File: src/include/brx_pkg.sv
// constants and types of the receive framer status and interrupt block
//
// Behaviour
// - E1: count each expired 8 ms CRC-4 multiframe search window.
// - clear search count on CRC-4 sync, and while CRC-4 mode is off.
// - six-bit count; register bits 7..3 show count bits 5..2 and 0.
// - search count wraps to zero past its maximum.
// - frame-word hunt flag is one while hunting frame alignment.
// - signaling multiframe hunt flag is one while hunting CAS alignment.
// - CRC multiframe hunt flag is one while hunting CRC-4 alignment.
// - E1 live register is meaningful only when E1 is selected.
// - latched bits 7..4 set when their live condition falls.
// - latched bits 3..0 set when their live condition rises.
// - latched bits clear only on a written one; zero leaves them.
// - each enable bit gates the same bit of latched alarms.
// - interrupt output is high while any enabled latched alarm is set.
// - DS1 event register never interrupts; meaningless in E1 mode.
// - DS1: latch density violation on over 15 zeros or sparse window.
// - latch alignment change when a resync moved the alignment.
// - latch eight-zero bit on any run of eight or more zeros.
// - latch sixteen-zero bit on any run of sixteen or more zeros.
// - latch severe framing error when 2 of 6 framing bits err.
// - latch codeword bit on every B8ZS codeword, decoding on or not.
// - live bits 3 and 2 show far-end alarm and all-ones alarm.
package brx_pkg;

  localparam logic [7:0] ADDR_LIVE1      = 8'h31;
  localparam logic [7:0] ADDR_LIVE_E1    = 8'h32;
  localparam logic [7:0] ADDR_LATCH_ALRM = 8'h33;
  localparam logic [7:0] ADDR_IRQ_EN     = 8'h34;
  localparam logic [7:0] ADDR_DS1_EV     = 8'h35;

  localparam logic [7:0] RST_REG8        = 8'h00;
  localparam logic [3:0] RST_LIVE1       = 4'h0;
  localparam logic [2:0] RST_HUNT        = 3'h0;
  localparam logic       RST_IRQ         = 1'h0;
  localparam logic [7:0] READ_UNMAPPED   = 8'h00;

  localparam int unsigned CSC_W          = 6;
  localparam logic [5:0] RST_CSC         = 6'h00;

  // ds1 event bit positions
  localparam int unsigned EV_DENSITY     = 7;
  localparam int unsigned EV_REALIGN     = 5;
  localparam int unsigned EV_EIGHT_ZERO  = 4;
  localparam int unsigned EV_SIXTEEN_ZERO = 3;
  localparam int unsigned EV_SEVERE_FE   = 2;
  localparam int unsigned EV_B8ZS        = 1;
  localparam int unsigned EV_FBIT_ERR    = 0;

  localparam logic [4:0] ZRUN_EIGHT      = 5'h08;
  localparam logic [4:0] ZRUN_SIXTEEN    = 5'h10;
  localparam logic [4:0] RST_ZRUN        = 5'h00;
  localparam int unsigned SEVERE_FRAMING_ERR_WINDOW    = 6;
  localparam logic [2:0] SEVERE_FRAMING_ERR_ERR_LIMIT  = 3'h2;
  localparam logic [5:0] RST_SEVERE_FRAMING_ERR_HIST   = 6'h00;

  localparam int unsigned CLK_KHZ        = 40000;
  localparam int unsigned SEARCH_WIN_MS  = 8;
  localparam int unsigned SEARCH_WIN_CYC = SEARCH_WIN_MS * CLK_KHZ;
  localparam logic [18:0] RST_WIN_CNT    = 19'h00000;

  typedef enum logic [1:0]
  {
    BRX_IDLE = 2'b01,
    BRX_HUNT = 2'b10
  } brx_hunt_e;

endpackage : brx_pkg

File: src/hdl/brx_status_regs.sv
// receive framer status, search counter and interrupt register bank
`timescale 1ns/1ps
`default_nettype none
module brx_status_regs
  import brx_pkg::*;
#(
  parameter int unsigned SEARCH_WIN_CYC_P = SEARCH_WIN_CYC
)
(
  // clock and reset
  input  wire logic       clk_sys,
  input  wire logic       arst_n,
  // processor port
  input  wire logic [7:0] cpu_addr,
  input  wire logic [7:0] cpu_wdata,
  input  wire logic       cpu_wr,
  input  wire logic       cpu_rd,
  output logic      [7:0] cpu_rdata,
  // receive mode controls
  input  wire logic       rx_e1_select,
  input  wire logic       rx_crc_mf_enable,
  // live framer conditions
  input  wire logic       far_end_alarm,
  input  wire logic       all_ones_alarm,
  input  wire logic       signal_absent,
  input  wire logic       frame_loss,
  input  wire logic       frame_word_hunt,
  input  wire logic       signaling_mf_hunt,
  input  wire logic       crc_mf_hunt,
  // ds1 receive stream and framer events
  input  wire logic       rx_bit,
  input  wire logic       rx_bit_en,
  input  wire logic       fbit_en,
  input  wire logic       framing_bit_error,
  input  wire logic       density_window_fail,
  input  wire logic       realign_changed,
  input  wire logic       b8zs_codeword,
  // interrupt request
  output logic            irq_out
);

  logic [3:0]       rx_live_info1;
  logic [2:0]       hunt_q;
  logic [CSC_W-1:0] crc4_search_count;
  logic [7:0]       rx_alarm_irq_enable;
  logic [7:0]       rx_latched_alarms;
  logic [7:0]       rx_latched_ds1_events;
  logic [3:0]       live_now;
  logic [7:0]       alarm_set;
  logic [7:0]       ds1_set;
  logic [7:0]       ds1_raw;
  logic [7:0]       rx_live_info_e1;
  logic             wr_alarm;
  logic             wr_ds1;
  logic             wr_enable;
  brx_hunt_e        hunt_state;
  brx_hunt_e        next_hunt_state;
  logic [18:0]      win_cnt;
  logic             win_expired;
  logic             crc_sync_gained;
  logic [4:0]       zero_run;
  logic             zero_in;
  logic             hit_eight;
  logic             hit_sixteen;
  logic [5:0]       severe_framing_err_hist;
  logic [5:0]       next_severe_framing_err_hist;
  logic [2:0]       severe_framing_err_errs;

  // register write decode
  assign wr_alarm  = cpu_wr && (cpu_addr == ADDR_LATCH_ALRM);
  assign wr_ds1    = cpu_wr && (cpu_addr == ADDR_DS1_EV);
  assign wr_enable = cpu_wr && (cpu_addr == ADDR_IRQ_EN);

  // live condition capture; writes never reach these
  assign live_now = {far_end_alarm, all_ones_alarm,
                     signal_absent, frame_loss};

  always_ff @(posedge clk_sys or negedge arst_n)
  begin
    if (!arst_n)
    begin
      rx_live_info1 <= RST_LIVE1;
    end
    else
    begin
      rx_live_info1 <= live_now;
    end
  end

  always_ff @(posedge clk_sys or negedge arst_n)
  begin
    if (!arst_n)
    begin
      hunt_q <= RST_HUNT;
    end
    else
    begin
      hunt_q[2] <= crc_mf_hunt;
      hunt_q[1] <= signaling_mf_hunt;
      hunt_q[0] <= frame_word_hunt;
    end
  end

  // edges of the live conditions against their captured values
  assign alarm_set[7:4] = rx_live_info1 & ~live_now;
  assign alarm_set[3:0] = live_now & ~rx_live_info1;

  // crc-4 multiframe search window timer; the window restarts whenever
  // hunting stops, so a short drop of the hunt flag never counts
  always_comb
  begin
    next_hunt_state = hunt_state;
    case (hunt_state)
      BRX_IDLE:
      begin
        if (rx_e1_select && rx_crc_mf_enable && crc_mf_hunt)
        begin
          next_hunt_state = BRX_HUNT;
        end
      end
      BRX_HUNT:
      begin
        if (!(rx_e1_select && rx_crc_mf_enable && crc_mf_hunt))
        begin
          next_hunt_state = BRX_IDLE;
        end
      end
      default:
      begin
        next_hunt_state = BRX_IDLE;
      end
    endcase
  end

  always_ff @(posedge clk_sys or negedge arst_n)
  begin
    if (!arst_n)
    begin
      hunt_state <= BRX_IDLE;
    end
    else
    begin
      hunt_state <= next_hunt_state;
    end
  end

  assign win_expired = (hunt_state == BRX_HUNT) &&
                       (next_hunt_state == BRX_HUNT) &&
                       (win_cnt == 19'(SEARCH_WIN_CYC_P - 1));

  always_ff @(posedge clk_sys or negedge arst_n)
  begin
    if (!arst_n)
    begin
      win_cnt <= RST_WIN_CNT;
    end
    else if ((hunt_state != BRX_HUNT) || win_expired)
    begin
      win_cnt <= RST_WIN_CNT;
    end
    else
    begin
      win_cnt <= win_cnt + 19'h00001;
    end
  end

  // search count: sync gained is the end of the crc-4 hunt
  assign crc_sync_gained = hunt_q[2] && !crc_mf_hunt;

  always_ff @(posedge clk_sys or negedge arst_n)
  begin
    if (!arst_n)
    begin
      crc4_search_count <= RST_CSC;
    end
    else if (!rx_crc_mf_enable)
    begin
      crc4_search_count <= RST_CSC;
    end
    else if (crc_sync_gained)
    begin
      crc4_search_count <= RST_CSC;
    end
    else if (win_expired)
    begin
      // plain binary add rolls 63 over to 0
      crc4_search_count <= crc4_search_count + 6'h01;
    end
  end

  // count bit 1 is left out so five bits reach past 400 ms
  assign rx_live_info_e1 = {crc4_search_count[5:2],
                            crc4_search_count[0],
                            hunt_q[2], hunt_q[1], hunt_q[0]};

  // ds1 zero-run tracking, saturating at sixteen
  assign zero_in     = rx_bit_en && !rx_bit;
  assign hit_eight   = zero_in && (zero_run == ZRUN_EIGHT - 5'h01);
  assign hit_sixteen = zero_in && (zero_run == ZRUN_SIXTEEN - 5'h01);

  always_ff @(posedge clk_sys or negedge arst_n)
  begin
    if (!arst_n)
    begin
      zero_run <= RST_ZRUN;
    end
    else if (rx_bit_en && rx_bit)
    begin
      zero_run <= RST_ZRUN;
    end
    else if (zero_in && (zero_run != ZRUN_SIXTEEN))
    begin
      zero_run <= zero_run + 5'h01;
    end
  end

  // framing bit error history over the last six framing bits
  assign next_severe_framing_err_hist = {severe_framing_err_hist[4:0], framing_bit_error};
  assign severe_framing_err_errs = 3'($countones(next_severe_framing_err_hist));

  always_ff @(posedge clk_sys or negedge arst_n)
  begin
    if (!arst_n)
    begin
      severe_framing_err_hist <= RST_SEVERE_FRAMING_ERR_HIST;
    end
    else if (fbit_en)
    begin
      severe_framing_err_hist <= next_severe_framing_err_hist;
    end
  end

  // ds1 events latch only while ds1 is selected, so the register
  // stays quiet in e1 mode where its content has no meaning
  always_comb
  begin
    ds1_raw = 8'h00;
    ds1_raw[EV_DENSITY]      = hit_sixteen || density_window_fail;
    ds1_raw[EV_REALIGN]      = realign_changed;
    ds1_raw[EV_EIGHT_ZERO]   = hit_eight;
    ds1_raw[EV_SIXTEEN_ZERO] = hit_sixteen;
    ds1_raw[EV_SEVERE_FE]    = fbit_en &&
                               (severe_framing_err_errs >= SEVERE_FRAMING_ERR_ERR_LIMIT);
    ds1_raw[EV_B8ZS]         = b8zs_codeword;
    ds1_raw[EV_FBIT_ERR]     = fbit_en && framing_bit_error;
  end

  assign ds1_set = rx_e1_select ? 8'h00 : ds1_raw;

  // latched status cells; inside each cell a set beats a written-one
  // clear in the same cycle, so an event that meets a clear is kept
  genvar gi;
  generate
    for (gi = 0; gi < 8; gi++)
    begin : g_latch
      brx_w1c_bit u_alarm
      (
        .clk_sys (clk_sys),
        .arst_n  (arst_n),
        .set_ev  (alarm_set[gi]),
        .clr_wr  (wr_alarm && cpu_wdata[gi]),
        .q       (rx_latched_alarms[gi])
      );
      brx_w1c_bit u_ds1
      (
        .clk_sys (clk_sys),
        .arst_n  (arst_n),
        .set_ev  (ds1_set[gi]),
        .clr_wr  (wr_ds1 && cpu_wdata[gi]),
        .q       (rx_latched_ds1_events[gi])
      );
    end
  endgenerate

  // interrupt enable register
  always_ff @(posedge clk_sys or negedge arst_n)
  begin
    if (!arst_n)
    begin
      rx_alarm_irq_enable <= RST_REG8;
    end
    else if (wr_enable)
    begin
      rx_alarm_irq_enable <= cpu_wdata;
    end
  end

  // interrupt request, one cycle behind the latched bits; ds1 events
  // are deliberately left out
  always_ff @(posedge clk_sys or negedge arst_n)
  begin
    if (!arst_n)
    begin
      irq_out <= RST_IRQ;
    end
    else
    begin
      irq_out <= |(rx_latched_alarms & rx_alarm_irq_enable);
    end
  end

  // read data, held until the next read strobe; a read in the same
  // cycle as a write to the same register returns the old value
  always_ff @(posedge clk_sys or negedge arst_n)
  begin
    if (!arst_n)
    begin
      cpu_rdata <= RST_REG8;
    end
    else if (cpu_rd)
    begin
      case (cpu_addr)
        ADDR_LIVE1:
        begin
          cpu_rdata <= {4'h0, rx_live_info1};
        end
        ADDR_LIVE_E1:
        begin
          cpu_rdata <= rx_live_info_e1;
        end
        ADDR_LATCH_ALRM:
        begin
          cpu_rdata <= rx_latched_alarms;
        end
        ADDR_IRQ_EN:
        begin
          cpu_rdata <= rx_alarm_irq_enable;
        end
        ADDR_DS1_EV:
        begin
          cpu_rdata <= rx_latched_ds1_events;
        end
        default:
        begin
          cpu_rdata <= READ_UNMAPPED;
        end
      endcase
    end
  end

endmodule : brx_status_regs
`default_nettype wire

File: src/hdl/brx_w1c_bit.sv
// one latched status bit, set by hardware, cleared by a written one
`timescale 1ns/1ps
`default_nettype none
module brx_w1c_bit
(
  // clock and reset
  input  wire logic clk_sys,
  input  wire logic arst_n,
  // set and clear strobes
  input  wire logic set_ev,
  input  wire logic clr_wr,
  // latched state
  output logic      q
);

  always_ff @(posedge clk_sys or negedge arst_n)
  begin
    if (!arst_n)
    begin
      q <= 1'b0;
    end
    else if (set_ev)
    begin
      q <= 1'b1;
    end
    else if (clr_wr)
    begin
      q <= 1'b0;
    end
  end

endmodule : brx_w1c_bit
`default_nettype wire

File: config.mk
export PLATFORM = sky130hd
export DESIGN_NAME = brx_status_regs
export DESIGN_NICKNAME = d
export VERILOG_FILES = /design/src/include/brx_pkg.sv /design/src/hdl/brx_status_regs.sv /design/src/hdl/brx_w1c_bit.sv
export SDC_FILE = /design/constraint.sdc
export NUM_CORES = 1
export LEC_CHECK = 0
export BUFFER_PORTS_ARGS = -buffer_cell sky130_fd_sc_hd__buf_2
export CORE_MARGIN = 2
export CORE_UTILIZATION = 50
export DETAILED_ROUTE_END_ITERATION = 8
export GPL_TIMING_DRIVEN = 0
export PLACE_DENSITY_LB_ADDON = 0.12
export SKIP_LAST_GASP = 1
export SYNTH_ARGS = -nofsm -noshare
export SYNTH_HDL_FRONTEND = slang
export SYNTH_SLANG_ARGS = --single-unit
File: constraint.sdc
create_clock -name clk_sys -period 2.56 [get_ports clk_sys]
set_input_delay 0.128 -clock clk_sys [delete_from_list [all_inputs] [get_ports clk_sys]]
set_output_delay 0.128 -clock clk_sys [all_outputs]
set_load 0.02 [all_outputs]
* Word level (Yosys, flattened, before mapping)
Cells that the tools add are included.
Storage, ports and cells: bits in registers 77, input port bits 36
Operators by class: $add $sub $neg 8, order comparisons 1, eq/ne operators 14, mux-type cells 43, bitwise gates (word level) 5, reduce and logical (&&, ||, !) cells 53
Operators by type and width (number):
- $eq 8x6->1 const B | 5
- $pmux 8 s5 | 1
- $reduce_bool 2->1 | 17
- $mux 1 | 32
- $logic_and 1x1->1 | 31
- $add 19x1->19 const B | 1
- $eq 19x19->1 const B | 1
- $mux 19 | 1
- $mux 6 | 3
- $mux 5 | 2
- $and 4x4->4 | 2
- $and 8x8->8 | 1
- $mux 8 | 1
- $not 4->4 | 2
- $reduce_or 8->1 | 1
- $add 1x1->2 | 3
- $add 6x1->6 const B | 1
- $add 5x1->5 const B | 1
- $eq 5x3->1 const B | 1
- $eq 5x4->1 const B | 1
- $ne 5x5->1 const B | 1
- $eq 2x2->1 const B | 2
- $mux 2 | 2
- $pmux 2 s2 | 1
- other kinds (8) | 10

* Longest topological paths before layout
depth in word-level cells 10, mapped depth 9, gate-level depth less buffers 7

* Hierarchy
Synthesis repeated with hierarchy kept, for this count alone.
Unflattened totals: cells, all modules 375, area, all modules 3877.5 um2
By module, submodules not included:
- brx_status_regs | instances 1, cells each 327, area an instance 3296.9 um2, sequential area each 1527.7 um2
- brx_w1c_bit | instances 16, cells each 3, area an instance 36.3 um2, sequential area each 25.0 um2

* Worst setup path after synthesis
OpenSTA, ideal clock, no wires.
path kind reg-to-reg, from register severe_framing_err_hist[0], to register g_latch[2].u_ds1.q, arrival 2.172 ns, required time 2.439 ns, path slack 0.267 ns, cell stages (with the launch flop) 8, buffers on the path 0, clock period less this slack 2.293 ns, path through dfrtp_1 fa_1 inv_1 fa_1 nand2b_1 fa_1 nand2_1 a22o_1
On the way: word-level cells in the longest chain between the ends 7, elaborated cells between the ends (all ways) 8, those cells by class 3 x add/sub; 1 x order compare; 2 x mux; 2 x reduce/logical
Ends and longest elaborated chain:
- from (decl) | RTL line brx_status_regs.sv:65 | logic [5:0] severe_framing_err_hist;
- from (signal assigned) | RTL line brx_status_regs.sv:229 | severe_framing_err_hist <= next_severe_framing_err_hist;
- $add 1x1->2 (not written as such) * | RTL line brx_status_regs.sv:219 | assign severe_framing_err_errs = 3'($countones(next_severe_framing_err_hist));
- $add 2x2->3 (not written as such) * | RTL line brx_status_regs.sv:219
- $add 3x2->3 (not written as such) * | RTL line brx_status_regs.sv:219
- $ge 3x2->1 * | RTL line brx_status_regs.sv:243 | (severe_framing_err_errs >= SEVERE_FRAMING_ERR_ERR_LIMIT);
- $logic_and 1x1->1 * | RTL line brx_status_regs.sv:242 | ds1_raw[EV_SEVERE_FE] = fbit_en &&
- $mux 8 * | RTL line brx_status_regs.sv:248 | assign ds1_set = rx_e1_select ? 8'h00 : ds1_raw;
- $mux 1 or $reduce_bool 2->1 (tied branches)
- to (signal assigned) | RTL line brx_w1c_bit.sv:20 | q <= 1'b0;
- to (signal assigned) | RTL line brx_w1c_bit.sv:24 | q <= 1'b1;
- to (signal assigned) | RTL line brx_w1c_bit.sv:28 | q <= 1'b0;
- to (decl) | RTL line brx_w1c_bit.sv:13 | output logic q
Every way passes the cells marked *; elsewhere a longest branch is shown, timed or not. A chain may end at the register's enable or synchronous reset.

* Worst setup path in the final report
Same ends and word-level chain as after synthesis.

==> flow_metrics.py <==
metrics = {
    "status": {
        "status": "complete, no violations",
    },
    "global_routing": {
        "grt_pass1_wl_um": 14500,
        "grt_pass1_vias": 2934,
        "antenna_found_initial": 0,
        "grtUsageTotal_pct": 21.4,
        "grt_max_degree": 45,
        "grt_remaining_overflow": 0,
    },
    "power_and_ir_drop": {
        "vdd_drop_max_mv": 0.273,
        "pwr_density_cell_nw_per_um2": 587,
        "combPwrFrac_pct": 17.6,
        "p_switching_w": 0.000755,
        "swShare_pct": 28.1,
        "internal-power_w": 0.00193,
        "p_seq_share_pct": 49.2,
        "leakage_nw": 1.95,
        "p_clk_share_pct": 33.2,
    },
    "die": {
        "fp-row-count": 32,
        "core_area_um2": 7650,
        "initial_core_util_pct": 50.9,
        "io-pin-count": 45,
        "die_height_um": 92.3,
        "dieArea_um2": 8510,
        "fp.dieW_um": 92.3,
    },
    "yosys": {
        "syn-num-nets": 421,
        "syn-cell-area_um2": 3900,
        "synthArstFlopShare_pct": 100,
        "ys_seq_area_share_pct": 48.8,
        "ys.flop_type": "dfrtp_1",
        "syn_inst": 375,
        "syn_area_per_cell_um2": 10.4,
        "synth_most_common_cell": "dfrtp_1",
        "synth_commonest_cells": "dfrtp_1 (75), nand2_1 (36), inv_1 (27)",
        "yosysTopAreaCell": "dfrtp_1",
        "synth_top_area_share_pct": 48.2,
        "synthTopCellsByArea": "dfrtp_1 (48%), nand2_1 (3.5%), mux2_2 (3.2%)",
        "yosys_register_bits": 76,
        "synth_cell_types": 50,
        "synth_edf_count": 0,
        "yosys_warnings": 0,
    },
    "clocking": {
        "clk_pin_slew_ns": 0.08,
        "clk_path_buf_depth": 2,
        "htree_levels": 3,
        "clkLatencyLatePin_ns": 0.34,
        "cts_resized": 0,
        "cts_tree": "built",
        "cts_sinks": 76,
        "root_buffer": "clkbuf_8",
        "cts_buffers": 9,
    },
    "routing": {
        "drcViolationCount": 0,
        "wire_per_inst_um": 15.6,
        "via_count": 3065,
        "ant_nets": 0,
        "vias_per_cell": 5.60,
        "drtIter0Drc": 187,
        "finalWirelength_um": 8530,
        "dr.pass1.iters": 4,
    },
    "worst_setup_path": {
        "cp_cell_sequence": "fa_1 -> inv_1 -> fa_1 -> nand2b_1 -> fa_1 -> nand2_1 -> a22o_1",
        "start_kind": "flop",
        "cpMostUsedCell": "fa_1",
        "required_ns": 2.79,
        "cp.arrival_ns": 2.63,
        "slowest_stage": "fa_1",
        "worstSetupPathType": "reg2reg",
        "worst_setup_path_end_kind": "flop",
        "critPathMaxStageDelay_ns": 0.51,
        "crit_fanout": 3,
    },
    "job": {
        "drv_cap": 0,
    },
    "place": {
        "io_buffer_count": 41,
        "dpl.hpwl_um": 6300,
        "gp_congestion": 0.860,
        "postPlaceCellArea_um2": 4260,
    },
    "timing": {
        "fin_skew_ns": 0.0128,
        "timing.slew.headroom_pct": 34.0,
        "setup_tns_ns": 0,
        "setup_viol": 0,
        "rsz0062_at_grt": "false",
        "final_hold_viol_count": 0,
        "period_needed_ns": 2.40,
        "fin_crit_sh_pct": 93.9,
        "fmax_ghz": 0.416,
        "drv_slew": 0,
        "tightest_slew_ns": 0.982,
    },
    "hold_path": {
        "min_path_type": "in2reg",
    },
    "cells_and_area": {
        "nets": 486,
        "antenna_cells": 0,
        "fillCellCount": 647,
        "final_area_um2": 4580,
        "drive_above_1_share_pct": 18.0,
        "area_growth_pct": 17.5,
    },
}
through the flow:
step | util (%) | hold slack, ns | setup WS, ns | instances | total power [W]
6_report | 59.9 | 0.0171 | 0.156 | 547 | 0.00269
5_1_grt | 59.9 | 0.0152 | 0.0947 | 547 | 0.00284
4_1_cts | 59.5 | 0.000675 | 0.0377 | 545 | 0.00272
3_5_place_dp | 55.7 | 0.113 | 0.0502 | 519 | 0.00180
3_3_place_gp | 55.3 | 0.238 | 0.0648 | 518 | 0.00178
2_1_floorplan | - | -0.168 | 0.267 | 375 | 0.00164
final cells by class:
class                   instances  area, µm²  share of cell area, %
flip-flops and latches         76       1900                   41.6
clock buffers                  10        128                   2.79
plain buffers                  14       78.8                   1.72
inverters                      27        101                   2.21
well taps                     102        128                   2.79
clock inverters                 6       63.8                   1.39
multi-input cells             258       1810                   39.6
repair buffers                 54        363                   7.93
cells in the final DEF, fill, tap and decap left out, drive strengths merged, types with 9 or more instances in the layout:
cell	netlist	routed
a21oi	15	15
dfrtp	75	75
a22oi	12	12
nand2	36	36
nand3	15	15
inv	27	28
mux2	11	11
mux2i	10	10
clkbuf	8	18
nand4	11	11
o21ai	13	13
dlygate4sd3	0	10
a22o	9	9
nand2b	9	9
buf	6	50
nor2	19	19
kinds of logic (layout without fill, tap and decap cells):
group / count (synthesis) / count (layout) / share of synthesized area (%)
AOI/OAI and AO/OA: 77 / 77 / 14.6
xor gates and xnor gates: 14 / 14 / 3.15
adders and majority gates: 10 / 10 / 3.79
buffers and inverters: 41 / 111 / 4.62
DFF: 76 / 76 / 48.8
muxes: 21 / 21 / 5.75
and+or+nand+nor: 136 / 136 / 19.3
path summary, 6_finish.rpt:
| check | from | endpoint | slack [ns] | cells past startpoint |
|---|---|---|---|---|
| setup / recovery | severe_framing_err_hist[0] | g_latch[2].u_ds1.q | 0.16 | 7 |
| max in group asynchronous | arst_n | hunt_state[0] | 1.67 | 3 |
| hold / removal | realign_changed | g_latch[5].u_ds1.q | 0.02 | 2 |
| min in group asynchronous | arst_n | win_cnt[6] | 0.27 | 2 |
| setup reg to reg | severe_framing_err_hist[0] | g_latch[2].u_ds1.q | 0.16 | 7 |
| hold reg to reg | severe_framing_err_hist[3] | severe_framing_err_hist[4] | 0.49 | 2 |
worst max-delay path: cells and delay by family (launching register included):
kind	cells	cell delay [ns]
AO/OA/AOI/OAI	1	0.19
adder cells (fa/ha/maj)	3	1.42
buffers and inverters	1	0.05
flip-flops	1	0.41
AND/OR/NAND/NOR	2	0.22
power groups by stage:
| stage | registers, W | logic, W | clock network [W] |
|---|---|---|---|
| after floorplan | 0.00134 | 0.000303 | 0 |
| after global placement | 0.00134 | 0.000438 | 0 |
| after detailed placement | 0.00135 | 0.000451 | 0 |
| after CTS | 0.00132 | 0.000469 | 0.000929 |
| after global routing | 0.00133 | 0.000531 | 0.000978 |
| final | 0.00132 | 0.000474 | 0.000893 |
repair_timing:
item | 4_1_cts | 5_1_grt
setup buffers | 0 | 2
endpoints found under the hold margin | 42 | 0
hold buffers | 10 | 0
setup endpoints to repair | 0 | 10
registers in the layout, summed over array words and instances (netlist names):
register / cells
irq_out: 1
rx_live_info1: 4
crc4_search_count: 6
win_cnt: 19
g_latch.u_ds1.q: 7
severe_framing_err_hist: 5
cpu_rdata: 8
zero_run: 5
hunt_q: 3
g_latch.u_alarm.q: 8
hunt_state: 2
rx_alarm_irq_enable: 8
routing by layer:
layer	global-route usage (%)	wire length (µm)
met1	30.3	4100
met2	33.9	4050
met3	4.03	280
met4	6.34	104
met5	0	0
(Power assumes the default switching activity.)
